===== src/rtl/tco_regs.svh =====
// Register offsets, field positions, reset values and sizes of the core
`ifndef TCO_REGS_SVH
`define TCO_REGS_SVH
`define TCO_A_INDIRECT 5'h00
`define TCO_A_TIMER 5'h01
`define TCO_A_PCL 5'h02
`define TCO_A_FLAGS 5'h03
`define TCO_A_FSP 5'h04
`define TCO_A_PORT1 5'h05
`define TCO_A_PORT2 5'h06
`define TCO_A_GP_LO 5'h07
`define TCO_A_GP_HI 5'h1f
`define TCO_F_C 0
`define TCO_F_DC 1
`define TCO_F_Z 2
`define TCO_F_PD 3
`define TCO_F_TO 4
`define TCO_F_WAKE 7
`define TCO_O_PSA 3
`define TCO_RST_PC 11'h7ff
`define TCO_RST_FLAGS 8'h98
`define TCO_RST_DIR 8'hff
`define TCO_RST_OPT 6'h3f
`define TCO_RST_OPT2 6'h3f
`define TCO_FSP_TOP 3'h7
`define TCO_STACK_DEPTH 2
`define TCO_SP_W 1
`define TCO_ID_WORDS 4
`define TCO_K_OPTION 5'h02
`define TCO_K_SLEEP 5'h03
`define TCO_K_WDT 5'h04
`define TCO_K_DIR1 5'h05
`define TCO_K_DIR2 5'h06
`define TCO_K_OPT2 5'h07
`endif


===== src/rtl/tco_pkg.sv =====
// Types shared by the core and its surroundings
package tco_pkg;
    typedef enum logic [2:0] {
        TCO_RUN = 3'b001,
        TCO_BUBBLE = 3'b010,
        TCO_STANDBY = 3'b100
    } tco_state_t;
    typedef enum logic [1:0] {
        TCO_CAUSE_EXT = 2'h0,
        TCO_CAUSE_WDT = 2'h1,
        TCO_CAUSE_WAKE = 2'h2
    } tco_cause_t;
    typedef struct packed {
        logic valid;
        tco_cause_t cause;
    } tco_warm_t;
    typedef struct packed {
        logic we;
        logic [1:0] addr;
        logic [11:0] data;
    } tco_id_req_t;
endpackage


===== src/rtl/tco_core.sv =====
// Instruction decode and execute core with 12-bit opcodes
`timescale 1ns/10ps
`include "tco_regs.svh"

// Notes on behaviour
// RULE_01 - Destination bit 0 sends result to accumulator, 1 to the file
// RULE_02 - dec_skip_zero writes decrement, skips on zero, no flags, one or two cycles
// RULE_03 - inc_skip_zero skips on zero result, no flags, one or two cycles
// RULE_04 - Rotates left or right through carry; only carry changes
// RULE_05 - or_acc_file ORs accumulator with file, updates zero only
// RULE_06 - xor_acc_file XORs accumulator with file, updates zero only
// RULE_07 - Bit ops: 3-bit index, 5-bit address; tests take two cycles on skip
// RULE_08 - or_literal and xor_literal update accumulator and zero flag
// RULE_09 - return_with_literal pops stack, loads literal, two cycles
// RULE_10 - Standby opcode enters standby, updates timeout, power-down, wake flags
// RULE_11 - Call pushes PC+1, loads literal, page bits from flags, PC8 zero
// RULE_12 - Call and PCL writes clear PC bit 8; return and unconditional_branch do not
// RULE_13 - Port read-modify-write uses sampled pin levels, not latches
// RULE_14 - direction_load_op 5 or 6 loads port direction; 1 means pin released
// RULE_15 - Writing timer_count clears prescaler when it belongs to timer
// RULE_16 - watchdog_clear_op clears watchdog, maybe prescaler, sets TO and PD
// RULE_17 - clear_file and clear_accumulator write zero and set zero flag
// RULE_18 - move_file updates zero flag from the moved value
// RULE_19 - store_acc_to_file copies accumulator, leaves all flags
// RULE_20 - Literal load into accumulator leaves flags untouched
// RULE_21 - General files are not reset and survive warm resets
// RULE_22 - Four ID words reachable only in program mode; upper bits ones (the core stores and returns all 12 bits as written)
// RULE_23 - Option load copies accumulator into 6-bit write-only config
// RULE_24 - Zero flag set on all-zero result of affecting ops, else cleared
// RULE_25 - A skipped instruction becomes one idle cycle with no effects
module tco_core (
    input wire logic clk_i,
    input wire logic sys_rst_i,
    input wire logic ce_i,
    input wire logic [11:0] instr_i,
    output logic [10:0] pc_o,
    input wire tco_pkg::tco_warm_t warm_i,
    input wire logic prog_mode_i,
    input wire tco_pkg::tco_id_req_t id_req_i,
    output logic [11:0] id_data_o,
    input wire logic [3:0] pa_pins_i,
    output logic [3:0] pa_out_o,
    output logic [3:0] pa_oe_o,
    input wire logic [7:0] pb_pins_i,
    output logic [7:0] pb_out_o,
    output logic [7:0] pb_oe_o,
    output logic [5:0] option_o,
    output logic [5:0] extended_control_config_o,
    output logic presc_clr_o,
    output logic wdt_clr_o,
    output logic standby_o
);
    import tco_pkg::*;

    tco_state_t state;
    logic [10:0] pc;
    logic [7:0] w;
    logic [7:0] flags;
    logic [4:0] fsp;
    logic [7:0] tmr;
    logic [10:0] stack [0:`TCO_STACK_DEPTH-1];
    logic [`TCO_SP_W-1:0] sp;
    logic [7:0] gp [`TCO_A_GP_LO:`TCO_A_GP_HI];
    logic [11:0] ids [0:`TCO_ID_WORDS-1];
    logic [12:0] sync1;
    logic [12:0] sync2;
    logic [3:0] pa_q;
    logic [7:0] pb_q;
    logic prog_q;
    logic run;
    logic [10:0] pc_inc;
    logic [4:0] fa;
    logic [7:0] fval;
    logic [7:0] res;
    logic [7:0] k;
    logic [7:0] bmask;
    logic [8:0] sum;
    logic use_d;
    logic wr_f;
    logic wr_w;
    logic z_upd;
    logic c_upd;
    logic dc_upd;
    logic new_c;
    logic new_dc;
    logic skip;
    logic jump;
    logic [10:0] jtarget;
    logic push;
    logic pop;
    logic do_opt;
    logic do_sleep;
    logic do_wdt;
    logic do_dir;
    logic [7:0] next_flags;

    // Reads one file address; the port addresses return the pins
    function automatic logic [7:0] rd_file(input logic [4:0] a);
        if (a == `TCO_A_INDIRECT) begin
            rd_file = 8'h00;
        end else if (a == `TCO_A_TIMER) begin
            rd_file = tmr;
        end else if (a == `TCO_A_PCL) begin
            rd_file = pc[7:0];
        end else if (a == `TCO_A_FLAGS) begin
            rd_file = flags;
        end else if (a == `TCO_A_FSP) begin
            rd_file = {`TCO_FSP_TOP, fsp};
        end else if (a == `TCO_A_PORT1) begin
            rd_file = {4'h0, pa_q}; // RULE_13
        end else if (a == `TCO_A_PORT2) begin
            rd_file = pb_q; // RULE_13
        end else begin
            rd_file = gp[a];
        end
    endfunction

    // Two-stage synchroniser for pins and program mode strap
    always_ff @(posedge clk_i or posedge sys_rst_i) begin
        if (sys_rst_i) begin
            sync1 <= 13'h0000;
            sync2 <= 13'h0000;
        end else if (ce_i) begin
            sync1 <= {prog_mode_i, pb_pins_i, pa_pins_i};
            sync2 <= sync1;
        end
    end
    assign pa_q = sync2[3:0];
    assign pb_q = sync2[11:4];
    assign prog_q = sync2[12];

    // Execution stalls in program mode so ID access cannot race it
    assign run = (state == TCO_RUN) && !prog_q;
    assign pc_inc = pc + 11'h001;
    assign fa = (instr_i[4:0] == `TCO_A_INDIRECT) ? fsp : instr_i[4:0];
    assign fval = rd_file(fa);
    assign k = instr_i[7:0];
    assign bmask = 8'h01 << instr_i[7:5];

    // Opcode decode and ALU
    always_comb begin
        res = 8'h00;
        sum = 9'h000;
        use_d = 1'b0;
        wr_f = 1'b0;
        wr_w = 1'b0;
        z_upd = 1'b0;
        c_upd = 1'b0;
        dc_upd = 1'b0;
        new_c = 1'b0;
        new_dc = 1'b0;
        skip = 1'b0;
        jump = 1'b0;
        jtarget = pc_inc;
        push = 1'b0;
        pop = 1'b0;
        do_opt = 1'b0;
        do_sleep = 1'b0;
        do_wdt = 1'b0;
        do_dir = 1'b0;
        if (instr_i[11:10] == 2'b00) begin
            case (instr_i[9:6])
                4'h0: begin
                    if (instr_i[5]) begin
                        res = w; // RULE_19
                        wr_f = 1'b1;
                    end else begin
                        do_opt = instr_i[4:0] == `TCO_K_OPTION;
                        do_sleep = instr_i[4:0] == `TCO_K_SLEEP;
                        do_wdt = instr_i[4:0] == `TCO_K_WDT;
                        do_dir = instr_i[4:0] >= `TCO_K_DIR1;
                    end
                end
                4'h1: begin
                    wr_f = instr_i[5]; // RULE_17
                    wr_w = !instr_i[5];
                    z_upd = 1'b1;
                end
                4'h2: begin
                    sum = {1'b0, fval} - {1'b0, w};
                    res = sum[7:0];
                    new_c = !sum[8]; // No borrow
                    new_dc = fval[3:0] >= w[3:0];
                    {use_d, z_upd, c_upd, dc_upd} = 4'hf;
                end
                4'h3: {res, use_d, z_upd} = {fval - 8'h01, 2'b11};
                4'h4: {res, use_d, z_upd} = {fval | w, 2'b11}; // RULE_05
                4'h5: {res, use_d, z_upd} = {fval & w, 2'b11};
                4'h6: {res, use_d, z_upd} = {fval ^ w, 2'b11}; // RULE_06
                4'h7: begin
                    sum = {1'b0, fval} + {1'b0, w};
                    res = sum[7:0];
                    new_c = sum[8];
                    new_dc = fval[3:0] > (4'hf - w[3:0]);
                    {use_d, z_upd, c_upd, dc_upd} = 4'hf;
                end
                4'h8: {res, use_d, z_upd} = {fval, 2'b11}; // RULE_18
                4'h9: {res, use_d, z_upd} = {~fval, 2'b11};
                4'ha: {res, use_d, z_upd} = {fval + 8'h01, 2'b11};
                4'hb: begin
                    res = fval - 8'h01;
                    use_d = 1'b1;
                    skip = res == 8'h00; // RULE_02
                end
                4'hc: begin
                    res = {flags[`TCO_F_C], fval[7:1]}; // RULE_04
                    new_c = fval[0];
                    {use_d, c_upd} = 2'b11;
                end
                4'hd: begin
                    res = {fval[6:0], flags[`TCO_F_C]}; // RULE_04
                    new_c = fval[7];
                    {use_d, c_upd} = 2'b11;
                end
                4'he: {res, use_d} = {fval[3:0], fval[7:4], 1'b1};
                default: begin
                    res = fval + 8'h01;
                    use_d = 1'b1;
                    skip = res == 8'h00; // RULE_03
                end
            endcase
        end else if (instr_i[11:10] == 2'b01) begin
            // Bit index in [7:5], file address in [4:0]
            case (instr_i[9:8])
                2'b00: {res, wr_f} = {fval & ~bmask, 1'b1}; // RULE_07
                2'b01: {res, wr_f} = {fval | bmask, 1'b1}; // RULE_07
                2'b10: skip = (fval & bmask) == 8'h00; // RULE_07
                default: skip = (fval & bmask) != 8'h00; // RULE_07
            endcase
        end else begin
            res = k;
            wr_w = 1'b1;
            case (instr_i[10:8])
                3'h0: begin
                    pop = 1'b1; // RULE_09
                    jump = 1'b1;
                    jtarget = stack[sp - `TCO_SP_W'(1)];
                end
                3'h1: begin
                    wr_w = 1'b0;
                    push = 1'b1; // RULE_11
                    jump = 1'b1;
                    jtarget = {flags[6:5], 1'b0, k}; // RULE_12
                end
                3'h2, 3'h3: begin
                    wr_w = 1'b0;
                    jump = 1'b1;
                    jtarget = {flags[6:5], instr_i[8:0]};
                end
                3'h4: res = k; // RULE_20
                3'h5: {res, z_upd} = {w | k, 1'b1}; // RULE_08
                3'h6: {res, z_upd} = {w & k, 1'b1};
                default: {res, z_upd} = {w ^ k, 1'b1}; // RULE_08
            endcase
        end
        if (use_d) begin
            wr_f = instr_i[5]; // RULE_01
            wr_w = !instr_i[5];
        end
        if (wr_f && fa == `TCO_A_PCL) begin
            jump = 1'b1;
            jtarget = {flags[6:5], 1'b0, res}; // RULE_12
        end
    end

    // Flag update; explicit flag writes come first, computed flags win
    always_comb begin
        next_flags = flags;
        if (wr_f && fa == `TCO_A_FLAGS) begin
            next_flags = {res[7:5], flags[4:3], res[2:0]};
        end
        if (z_upd) begin
            next_flags[`TCO_F_Z] = res == 8'h00; // RULE_24
        end
        if (c_upd) begin
            next_flags[`TCO_F_C] = new_c;
        end
        if (dc_upd) begin
            next_flags[`TCO_F_DC] = new_dc;
        end
        if (do_wdt) begin
            next_flags[`TCO_F_TO] = 1'b1; // RULE_16
            next_flags[`TCO_F_PD] = 1'b1;
        end
        if (do_sleep) begin
            next_flags[`TCO_F_TO] = 1'b1; // RULE_10
            next_flags[`TCO_F_PD] = 1'b0;
            next_flags[`TCO_F_WAKE] = 1'b0;
        end
    end

    // Sequencer: program counter, idle cycle and stack pointer
    always_ff @(posedge clk_i or posedge sys_rst_i) begin
        if (sys_rst_i) begin
            state <= TCO_RUN;
            pc <= `TCO_RST_PC;
            sp <= '0;
        end else if (ce_i) begin
            if (warm_i.valid) begin
                state <= TCO_RUN;
                pc <= `TCO_RST_PC;
            end else begin
                case (state)
                    TCO_RUN: begin
                        if (!prog_q) begin
                            if (jump) begin
                                pc <= jtarget;
                                state <= TCO_BUBBLE;
                            end else if (skip) begin
                                pc <= pc + 11'h002; // RULE_25
                                state <= TCO_BUBBLE;
                            end else if (do_sleep) begin
                                pc <= pc_inc;
                                state <= TCO_STANDBY; // RULE_10
                            end else begin
                                pc <= pc_inc;
                            end
                            if (push) begin
                                sp <= sp + `TCO_SP_W'(1);
                            end else if (pop) begin
                                sp <= sp - `TCO_SP_W'(1);
                            end
                        end
                    end
                    TCO_BUBBLE: state <= TCO_RUN;
                    TCO_STANDBY: state <= TCO_STANDBY;
                    default: state <= TCO_RUN;
                endcase
            end
        end
    end

    // Return stack storage; wraps silently when overfilled
    always_ff @(posedge clk_i) begin
        if (ce_i && run && push && !warm_i.valid) begin
            stack[sp] <= pc_inc; // RULE_11
        end
    end

    // Accumulator keeps its value across warm resets
    always_ff @(posedge clk_i or posedge sys_rst_i) begin
        if (sys_rst_i) begin
            w <= 8'h00;
        end else if (ce_i && run && wr_w && !warm_i.valid) begin
            w <= res; // RULE_01
        end
    end

    // Status flags, with the per-cause warm reset values
    always_ff @(posedge clk_i or posedge sys_rst_i) begin
        if (sys_rst_i) begin
            flags <= `TCO_RST_FLAGS;
        end else if (ce_i) begin
            if (warm_i.valid) begin
                flags[6:5] <= 2'b00;
                if (warm_i.cause == TCO_CAUSE_WDT) begin
                    flags[`TCO_F_TO] <= 1'b0;
                end
                if (warm_i.cause == TCO_CAUSE_WAKE) begin
                    flags[`TCO_F_WAKE] <= 1'b0;
                end
            end else if (run) begin
                flags <= next_flags;
            end
        end
    end

    // Special file registers, direction latches and configuration
    always_ff @(posedge clk_i or posedge sys_rst_i) begin
        if (sys_rst_i) begin
            tmr <= 8'h00;
            fsp <= 5'h00;
            pa_out_o <= 4'h0;
            pb_out_o <= 8'h00;
            pa_oe_o <= 4'(~`TCO_RST_DIR); // Port A has only four pins
            pb_oe_o <= ~`TCO_RST_DIR;
            option_o <= `TCO_RST_OPT;
            extended_control_config_o <= `TCO_RST_OPT2;
        end else if (ce_i) begin
            if (warm_i.valid) begin
                pa_oe_o <= 4'(~`TCO_RST_DIR);
                pb_oe_o <= ~`TCO_RST_DIR;
                option_o <= `TCO_RST_OPT;
            end else if (run) begin
                if (wr_f) begin
                    if (fa == `TCO_A_TIMER) begin
                        tmr <= res;
                    end else if (fa == `TCO_A_FSP) begin
                        fsp <= res[4:0];
                    end else if (fa == `TCO_A_PORT1) begin
                        pa_out_o <= res[3:0];
                    end else if (fa == `TCO_A_PORT2) begin
                        pb_out_o <= res;
                    end
                end
                if (do_opt) begin
                    option_o <= w[5:0]; // RULE_23
                end
                if (do_dir && instr_i[4:0] == `TCO_K_DIR1) begin
                    pa_oe_o <= ~w[3:0]; // RULE_14
                end
                if (do_dir && instr_i[4:0] == `TCO_K_DIR2) begin
                    pb_oe_o <= ~w; // RULE_14
                end
                if (do_dir && instr_i[4:0] == `TCO_K_OPT2) begin
                    extended_control_config_o <= w[5:0];
                end
            end
        end
    end

    // General files carry no reset so that warm resets keep them
    always_ff @(posedge clk_i) begin
        if (ce_i && run && wr_f && !warm_i.valid && fa >= `TCO_A_GP_LO) begin
            gp[fa] <= res; // RULE_21
        end
    end

    // One-cycle side-effect strobes to timer and watchdog, and the registered standby level
    always_ff @(posedge clk_i or posedge sys_rst_i) begin
        if (sys_rst_i) begin
            presc_clr_o <= 1'b0;
            wdt_clr_o <= 1'b0;
            standby_o <= 1'b0;
        end else if (ce_i) begin
            presc_clr_o <= run && !warm_i.valid && ((wr_f && fa == `TCO_A_TIMER
                && !option_o[`TCO_O_PSA]) || (do_wdt && option_o[`TCO_O_PSA])); // RULE_15
            wdt_clr_o <= run && !warm_i.valid && do_wdt; // RULE_16
            standby_o <= !warm_i.valid && (state == TCO_STANDBY
                || (run && do_sleep && !jump && !skip));
        end
    end

    // ID words: only program mode can reach them
    always_ff @(posedge clk_i) begin
        if (ce_i && prog_q && id_req_i.we) begin
            ids[id_req_i.addr] <= id_req_i.data; // RULE_22
        end
    end
    always_ff @(posedge clk_i or posedge sys_rst_i) begin
        if (sys_rst_i) begin
            id_data_o <= 12'h000;
        end else if (ce_i) begin
            id_data_o <= prog_q ? ids[id_req_i.addr] : 12'h000; // RULE_22
        end
    end

    assign pc_o = pc;

    wire go = ce_i && run && !warm_i.valid;
endmodule


===== config.mk =====
export PLATFORM = sky130hd
export DESIGN_NAME = tco_core
export DESIGN_NICKNAME = d
export VERILOG_FILES = /design/src/rtl/tco_pkg.sv /design/src/rtl/tco_core.sv
export VERILOG_INCLUDE_DIRS = /design/src /design/src/rtl
export SDC_FILE = /design/constraint.sdc
export NUM_CORES = 1
export LEC_CHECK = 0
export BUFFER_PORTS_ARGS = -buffer_cell sky130_fd_sc_hd__buf_2
export CAP_MARGIN = 10
export CELL_PAD_IN_SITES_DETAIL_PLACEMENT = 0
export CELL_PAD_IN_SITES_GLOBAL_PLACEMENT = 1
export CORE_MARGIN = 3
export CORE_UTILIZATION = 30
export CTS_BUF_LIST = sky130_fd_sc_hd__clkbuf_8
export DETAILED_ROUTE_END_ITERATION = 6
export GPL_TIMING_DRIVEN = 0
export PLACE_DENSITY_LB_ADDON = 0.1
export SETUP_SLACK_MARGIN = 0.2
export SYNTH_ARGS = -nofsm -noshare
export SYNTH_HDL_FRONTEND = slang
export SYNTH_SLANG_ARGS = --single-unit

===== constraint.sdc =====
create_clock -name clk_i -period 12.8 [get_ports clk_i]
set_input_delay 1.28 -clock clk_i [delete_from_list [all_inputs] [get_ports clk_i]]
set_output_delay 1.28 -clock clk_i [all_outputs]
set_load 0.05 [all_outputs]

==> results of run 1 <==
==> how the worst max path moves through the flow <==
stage | start | to | slack [ns]
3_5_place_dp | instr_i[1] | gp[21][7] | 3.24
4_1_cts | instr_i[2] | gp[16][7] | 3.91
2_1_floorplan | instr_i[2] | pc_o[4] | 6.05
3_3_place_gp | instr_i[1] | pc_o[4] | 0.77
6_report | instr_i[1] | gp[21][7] | 3.73
5_1_grt | instr_i[1] | gp[21][7] | 3.31
==> layout make-up <==
| class | count | share of cell area (%) |
|---|---|---|
| Buffer | 119 | 2.35 |
| Clock buffer | 83 | 4.90 |
| Clock inverter | 51 | 1.20 |
| Inverter | 60 | 1.01 |
| Multi-Input combinational cell | 1179 | 35.0 |
| Sequential cell | 391 | 47.9 |
| Tap cell | 864 | 4.64 |
| Timing Repair Buffer | 116 | 2.96 |
==> critical path, delay by kind of cell <==
kind	cells	cell delay (ns)
adder cells (fa/ha/maj)	1	0.34
AND/OR/NAND/NOR	4	1.86
AO/OA/AOI/OAI	13	4.30
buffers and inverters	4	1.44
==> routing by layer <==
layer | vias to the layer above | global-route usage [%] | routed length [µm]
met5 | - | 0 | 0
met4 | 0 | 6.20 | 2080
met3 | 120 | 3.22 | 4020
met2 | 570 | 35.9 | 36800
met1 | 8178 | 31.2 | 36000
li1 | 7092 | - | -
==> flip-flops by register name, indices dropped and copies added, names as in the netlist, 11 cells and up <==
signal and flops:
pc_o 11, stack 22, sync1 13, sync2 13, id_data_o 12, ids 48
gp 200
==> where the power goes <==
part,switching [µW],leakage [µW],internal [µW]
clock,578,0.000838,606
sequential,69.2,0.00394,1460
combinational,611,0.00378,272
total,1260,0.00856,2330
==> cell usage in the layout, fill, tap and decap left out, types with 7 or more instances in the layout <==
cell type	synthesis	layout
a211oi_1	9	9
a21o_1	12	12
a21oi_1	110	110
a221oi_1	63	63
a22oi_1	10	10
a31oi_1	16	16
and3_1	12	12
buf_1	11	11
buf_2	20	124
buf_4	8	10
buf_6	6	8
clkbuf_1	74	73
clkbuf_8	0	83
clkinv_1	3	11
clkinv_2	1	9
dfrtp_1	94	94
dfstp_2	27	27
edfxtp_1	270	270
ha_1	50	50
inv_1	52	79
mux2_2	52	52
mux2i_1	24	24
mux4_2	15	15
nand2_1	136	135
nand2b_1	13	13
nand3_1	50	50
nand4_1	14	14
nor2_1	126	126
nor2b_1	50	50
nor3_1	36	34
o211ai_1	16	16
o21a_1	8	8
o21ai_0	126	126
o221ai_1	27	27
o22a_1	12	12
o311ai_0	7	7
o31ai_1	15	14
xnor2_1	28	28
==> per-stage QoR <==
stage	util [%]	power (µW)	area [µm²]	setup slack, ns	std cells
5_1_grt	35.3	3760	23300	3.31	2863
3_3_place_gp	32.8	2410	21700	0.774	2716
4_1_cts	35.3	3620	23300	3.91	2860
6_report	35.3	3590	23300	3.73	2863
2_1_floorplan	-	2080	20100	6.05	1749
3_5_place_dp	33.2	2420	21900	3.24	2726
==> logic make-up (layout without fill, tap and decap cells) <==
group           count (synthesis)  after routing
simple gates                  480            480
fa+ha+maj                      52             52
xor+xnor                       33             33
flops                         391            391
buf+inv                       179            429
compound gates                523            523
mux                            91             91
==> summary.md, run 1 <==
| Metric | Value |
|---|---|
| Routability cong. | between 0.8 and 0.9 |
| Arrival @ worst endpoint | 9.27 ns |
| Fin Clk Skew | approximately 0.057 ns |
| First-pass GRT wire length | about 110000 µm |
| Syn. warnings | 0 |
| Syn-to-layout area delta | 16.3% |
| Antenna violations before repair | 3 |
| RSZ-0062 raised after global routing | false |
| Final Setup Violations | 0 |
| Post-synthesis cell count | 1749 |
| Routed Antenna Nets | 0 |
| Fmax achieved | 110 MHz |
| Syn Nets | 1847 |
| Clk sink count | 391 |
| Gr usage total | 22.2% |
| Post-synthesis mux area share | roughly 5.8% |
| H-tree levels | 3 |
| Die width | between 200 and 300 µm |
| Post-DP HPWL | 56100 µm |
| Simple-gate share of the synthesized area | 11.7% |
| Total CTS buffers | 74 |
| Worst reg2reg startpoint | fsp[0] |
| Drt via density | 5.57 |
| Number of synthesized register bits | 391 |
| R2R depth | 22 |
| DRT Wirelength | about 80000 µm |
| Layout cells sized above 1 | 19.7% |
| FF/Latch Area | 0.0112 mm² |
| Worst skew pair latency | 0.69 ns |
| Largest family of logic cells by synthesized area | compound AO/OA/AOI/OAI gates |
| I/O Pins | approximately 110 |
| Synthesized area | 0.0201 mm² |
| Max-slew violation count | 0 |
| Core Area | 0.0660 mm² |
| Post-synth top flop | edfxtp_1 |
| Slew Limit Headroom | 17.3% |
| Worst Hold End | flags[7] |
| Crit. End Element | register |
| Crit path kind | primary input to register |
| Reg2reg end | gp[21][7] |
| IO Port Bufs | between 100 and 150 |
| Slowest Stage Delay on Critical Path | 1.10 ns |
| Worst Setup Start Kind | primary input |
| Most common cell on crit path | nor3_1 |
| Post-synth top area share | 40.4% |
| Largest net degree at the start of global routing | 64 |
| Die ar. | 0.0700 mm² |
| First DRT Iteration DRCs | 1584 |
| WL per Instance | between 20 and 30 µm |
| Area taken by multi-input logic gates | 0.00817 mm² |
| Syn_area_per_cell | 11.5 µm² |
| Starting density of the core | 30.4% |
| Top post-synthesis cells by area | edfxtp_1 40%, dfrtp_1 12%, dfstp_2 3.5% |
| Pre-antenna DRT Iters | 5 |
| CP max-delay cell | nor3_1 |
| Cts repair resizes | 0 |
| Root buf cell | clkbuf_8 |
| Area leader, netlist | edfxtp_1 |
| Post-synthesis adder-cell area fraction | ~3.3% |
| Hold Path Class | register to register |
| Slew at the pin closest to its max-slew limit | 1.23 ns |
| Clock-pin slew on the worst setup and hold paths | 0.06 ns |
| Async SR Flop Fraction | 30.9% |
| Vias in the first global route | 15800 |
| Status | finished clean |
| Fillers | roughly 6600 |
| Most frequent cell after synthesis | edfxtp_1 |
| PwrDens | 154 mW/mm² |
| Final Hold Violating Endpoints | 0 |
| Post-CTS Setup Bufs | 0 |
| Vias | 16000 |
| Grt ovf | 0 |
| Hold Path Stages | 2 |
| Tmin final | 9.07 ns |
| Commonest cells post-synth | 270 x edfxtp_1, 136 x nand2_1, 126 x nor2_1, 126 x o21ai_0, 110 x a21oi_1 |
| Reg2reg setup slack | ~4.2 ns |
| Compound-gate portion of the synthesized area | 18.2% |
| Min-delay src | flags[7] |
| IR drop worst, VDD | roughly 0.066 mV |
| Synth cell types | 98 |
| Post-Synth XOR/XNOR Area | 1.44% |
| Seq/Total Area, Yosys | 55.7% |
| CP Max Fanout | 25 |
| Die height | 265 µm |
| Total negative slack | 0 ns |
| Critical path cell sequence | buf_2, buf_2, nor3_1, a31oi_1, nor3_1, o21ai_0, o211ai_1, o21a_1, inv_2, ha_1, a21o_1, a21oi_1, o21bai_1, a21oi_1, o21ai_0, nand2_1, o211ai_1, a221o_1, nor3_1, a211oi_1, a211oi_2, inv_1 |
| N_diodes | 0 |
| Max Cap Viol | 0 |
| CTS tree | yes |
| Worst Path Required | 13.00 ns |
| Maximum clock insertion buffer count | 3 |
| Final nets | 2039 |
| Tcrit/Tclk final | 70.9% |
| Drt drc | 0 |
| EDFF count, synth | 270 |
| Static leakage | 0.00856 µW |
| # hold bufs at CTS | 0 |
| Site row count | 94 |
| Fin Hold WS | around 0.48 ns |
Power figures use the tool's default switching activity.
==> inputs of run 2 (changes only) <==
- ABC_AREA: default -> 1
- clock period: 12.8 -> 7.7 ns (I/O delays scaled with it)
==> summary.md, run 2 <==
| Metric | Value |
|---|---|
| Status | finished clean |
| Max-slew violation count | 0 (unchanged) |
| # hold bufs at CTS | 0 (unchanged) |
| Fin Hold WS | 0.129 ns (-0.349 ns) |
| Largest net degree at the start of global routing | 79 (+23%) |
| Final Hold Violating Endpoints | 0 (unchanged) |
| Die width | 266 µm (+0.59%) |
| Die ar. | 0.0708 mm² (+1.2%) |
| Tcrit/Tclk final | between 90 and 100% |
| Syn-to-layout area delta | 16.1% |
| Clk sink count | 391 (unchanged) |
| Total CTS buffers | 75 (+1.4%) |
| Sw frac | 36.5% (+1.5 points) |
| Syn Nets | 2370 (+28%) |
| Hold Path Class | primary input to async pin |
| Net switching power | 2250 µW (+79%) |
| Reg2reg setup slack | 0.80 ns (-3.36 ns) |
| Max Cap Viol | 0 (unchanged) |
| Post-Synth XOR/XNOR Area | 0.777% (-0.66 points) |
| Final Setup Violations | 0 (unchanged) |
| Slew at the pin closest to its max-slew limit | 1.18 ns (-0.0559 ns) |
| IO Port Bufs | 103 (unchanged) |
| Gr usage total | 20.7% (-1.5 points) |
| Slowest Stage Delay on Critical Path | 0.55 ns (-0.55 ns) |
| Antenna violations before repair | 5 (+2) |
| Reg2reg end | pc_o[4] |
| Tmin final | about 7.0 ns |
| Synth cell types | 55 (-44%) |
| Placed Cells incl. Taps | 3247 (+19%) |
| Post-route insts no fill | 3390 (+18%) |
| Top post-synthesis cells by area | edfxtp_1 40%, dfrtp_1 12%, nand2_1 11% |
| Vias in the first global route | 16700 (+6.0%) |
| Die height | 266 µm (+0.59%) |
| Critical Path Start | instr_i[2] |
| Static leakage | 0.0102 µW (+19%) |
| Clk pwr share | 33.2% (+0.2 points) |
| Root buf cell | clkbuf_8 |
| Worst Setup Start Kind | primary input |
| Post-synthesis cell count | 2272 (+30%) |
| Most common cell on crit path | nand2_1 |
| Post-synthesis adder-cell area fraction | 3.28% (-0.040 points) |
| RSZ-0062 raised after global routing | false |
| PwrDens | 261 mW/mm² (+70%) |
| CP max-delay cell | clkinvlp_4 |
| Fin Clk Skew | 0.0501 ns (-0.00681 ns) |
| Int Power | 3910 µW (+68%) |
| Synthesized area | 0.0203 mm² (+1.2%) |
| WL per Instance | 21.7 µm (-21%) |
| Post-synth top flop | edfxtp_1 |
| Commonest non-fill, non-tap cell in the layout | nand2_1 |
| Post-layout worst setup margin | 0.714 ns (-3.01 ns) |
| Layout cells sized above 1 | 14.4% (-5.3 points) |
| Biggest register | gp |
| EDFF count, synth | 270 (unchanged) |
| Drt via density | 4.92 (-12%) |
| Most frequent cell after synthesis | nand2_1 |
| Arrival @ worst endpoint | 7.57 ns (-1.70 ns) |
| FF/Latch Area | 0.0112 mm² (unchanged) |
| First DRT Iteration DRCs | 1333 (-16%) |
| Seq/Total Area, Yosys | 55.0% (-0.67 points) |
| Routed Antenna Nets | 0 (unchanged) |
| Fmax achieved | 143 MHz |
| Area taken by multi-input logic gates | 0.00773 mm² (-5.4%) |
| H-tree levels | 3 (unchanged) |
| Commonest cells post-synth | 608 x nand2_1, 270 x edfxtp_1, 262 x inv_1 |
| Number of synthesized register bits | 391 (unchanged) |
| Combinational power share | 25.3% (+0.7 points) |
| IR drop worst, VDD | 0.140 mV (+110%) |
| Final nets | 2563 (+26%) |
| Largest family of logic cells by synthesized area | simple AND/OR/NAND/NOR gates |
| Pre-antenna DRT Iters | 7 (+2) |
| Clock-pin slew on the worst setup and hold paths | 0.06 ns (about the same) |
| Post-DP HPWL | 52900 µm (-5.7%) |
| I/O Pins | 108 (unchanged) |
| Dpl ws | -0.171 ns (-3.41 ns) |
| Maximum clock insertion buffer count | 3 (unchanged) |
| Largest regs | gp x200, ids x48, stack x22 |
| Core Area | 0.0665 mm² (+0.71%) |
| Most frequent cells in the layout | 607 x nand2_1, 285 x inv_1, 270 x edfxtp_1, 245 x nor2_1, 147 x o21ai_0 |
| CTS tree | yes |
| Fillers | 6907 (+4.5%) |
| Worst skew pair latency | 0.68 ns (about the same) |
| Max FFs per register | 200 (unchanged) |
| Post-synthesis mux area share | 0% (-5.8 points) |
| Syn. warnings | 0 (unchanged) |
| Worst reg2reg startpoint | fsp[1] |
| Simple-gate share of the synthesized area | 22.4% (+11 points) |
| Routability cong. | 0.882 (-0.70%) |
| Post-CTS Setup Bufs | 0 (unchanged) |
| CP Max Fanout | 13 (-48%) |
| Vias | 16700 (+4.5%) |
| Drt drc | 0 (unchanged) |
| Sequential Power Share | 41.5% (-0.9 points) |
| Worst Path Required | 8.28 ns (-4.72 ns) |
| Starting density of the core | 30.5% (+0.15 points) |
| Final Util | 35.5% (+0.14 points) |
| Async SR Flop Fraction | 30.9% (unchanged) |
| Post-synth top area share | 39.9% (-0.49 points) |
| Slew Limit Headroom | 21.4% (+4.1 points) |
| Area leader, netlist | edfxtp_1 |
| Syn_area_per_cell | 8.94 µm² (-22%) |
| Crit path kind | primary input to register |
| DRT Wirelength | 73600 µm (-6.7%) |
| Site row count | 94 (unchanged) |
| Compound-gate portion of the synthesized area | 11.5% (-6.7 points) |
| Total negative slack | 0 ns (unchanged) |
| First-pass GRT wire length | 109000 µm (-4.4%) |
| Grt ovf | 0 (unchanged) |
| Crit. End Element | register |
| R2R depth | 29 (+32%) |
-- run 2: cell types whose count changed after synthesis, sizes merged, moves of 27 or more --
| cell | before | now |
|---|---|---|
| nor2 | 127 | 264 |
| xnor2 | 28 | 1 |
| clkbuf | 74 | 33 |
| nand3 | 52 | 81 |
| nand2 | 137 | 625 |
| mux2 | 52 | 0 |
| nor2b | 50 | 0 |
| o21ai | 131 | 170 |
| nand3b | 0 | 36 |
| inv | 55 | 284 |
| a221oi | 63 | 19 |
-- run 2: layer usage --
metal,vias up,global-route usage (%),wire (µm)
li1,7976,-,-
met1,8150,29.6,35500
met2,433,32.7,33200
met3,108,3.56,3490
met4,6,5.20,1410
met5,-,0,34
-- run 2: timing repair --
item,4_1_cts,5_1_grt
resized for setup,0,4
hold endpoints to repair,0,0
setup endpoints to repair,0,2
-- run 2: cell type report --
cell class	instances	area share [%]
antenna	2	0.0212
buffer	68	1.46
clock buffer	78	4.55
clock inverter	58	1.58
inverter	288	4.65
multi-input combinational	1525	32.8
sequential	391	47.4
tap	864	4.59
timing repair buffer	114	2.93
timing repair inverter	2	0.0425
-- run 2: critical path, delay by kind of cell --
kind | cells | cell delay [ns]
buffers and inverters | 5 | 1.69
and+or+nand+nor | 19 | 2.88
adders and majority gates | 1 | 0.31
AOI/OAI and AO/OA | 6 | 1.88
-- run 2: worst max path at each step --
stage | to | slack, ns | cells after the start
3_5_place_dp | pc_o[4] | -0.17 | 31
5_1_grt | pc_o[4] | 0.29 | 31
6_report | pc_o[4] | 0.71 | 31
2_1_floorplan | flags[2] | 2.88 | 43
3_3_place_gp | pc_o[4] | -0.18 | 31
4_1_cts | pc_o[4] | 0.57 | 31
-- run 2: logic make-up (layout without fill, tap and decap cells) --
group,Yosys count,count (layout)
AND/OR/NAND/NOR,1066,1066
flip-flops,391,391
AO/OA/AOI/OAI,389,389
buffers and inverters,356,608
adder cells (fa/ha/maj),52,52
XOR/XNOR,18,18
other,0,2
-- run 2: power groups by stage --
stage                     sequential (µW)  combinational (µW)  clock [µW]
after floorplan                      2720                 849           0
after global placement               2600                1510           0
after detailed placement             2600                1540           0
after CTS                            2560                1540        2110
after global routing                 2570                1730        2210
final                                2560                1560        2050
-- run 2: per-stage QoR --
stage | total power [µW] | cell area (µm²)
6_report | 6160 | 23600
5_1_grt | 6510 | 23600
4_1_cts | 6210 | 23500
3_5_place_dp | 4140 | 22000
3_3_place_gp | 4110 | 21900
2_1_floorplan | 3560 | 20300
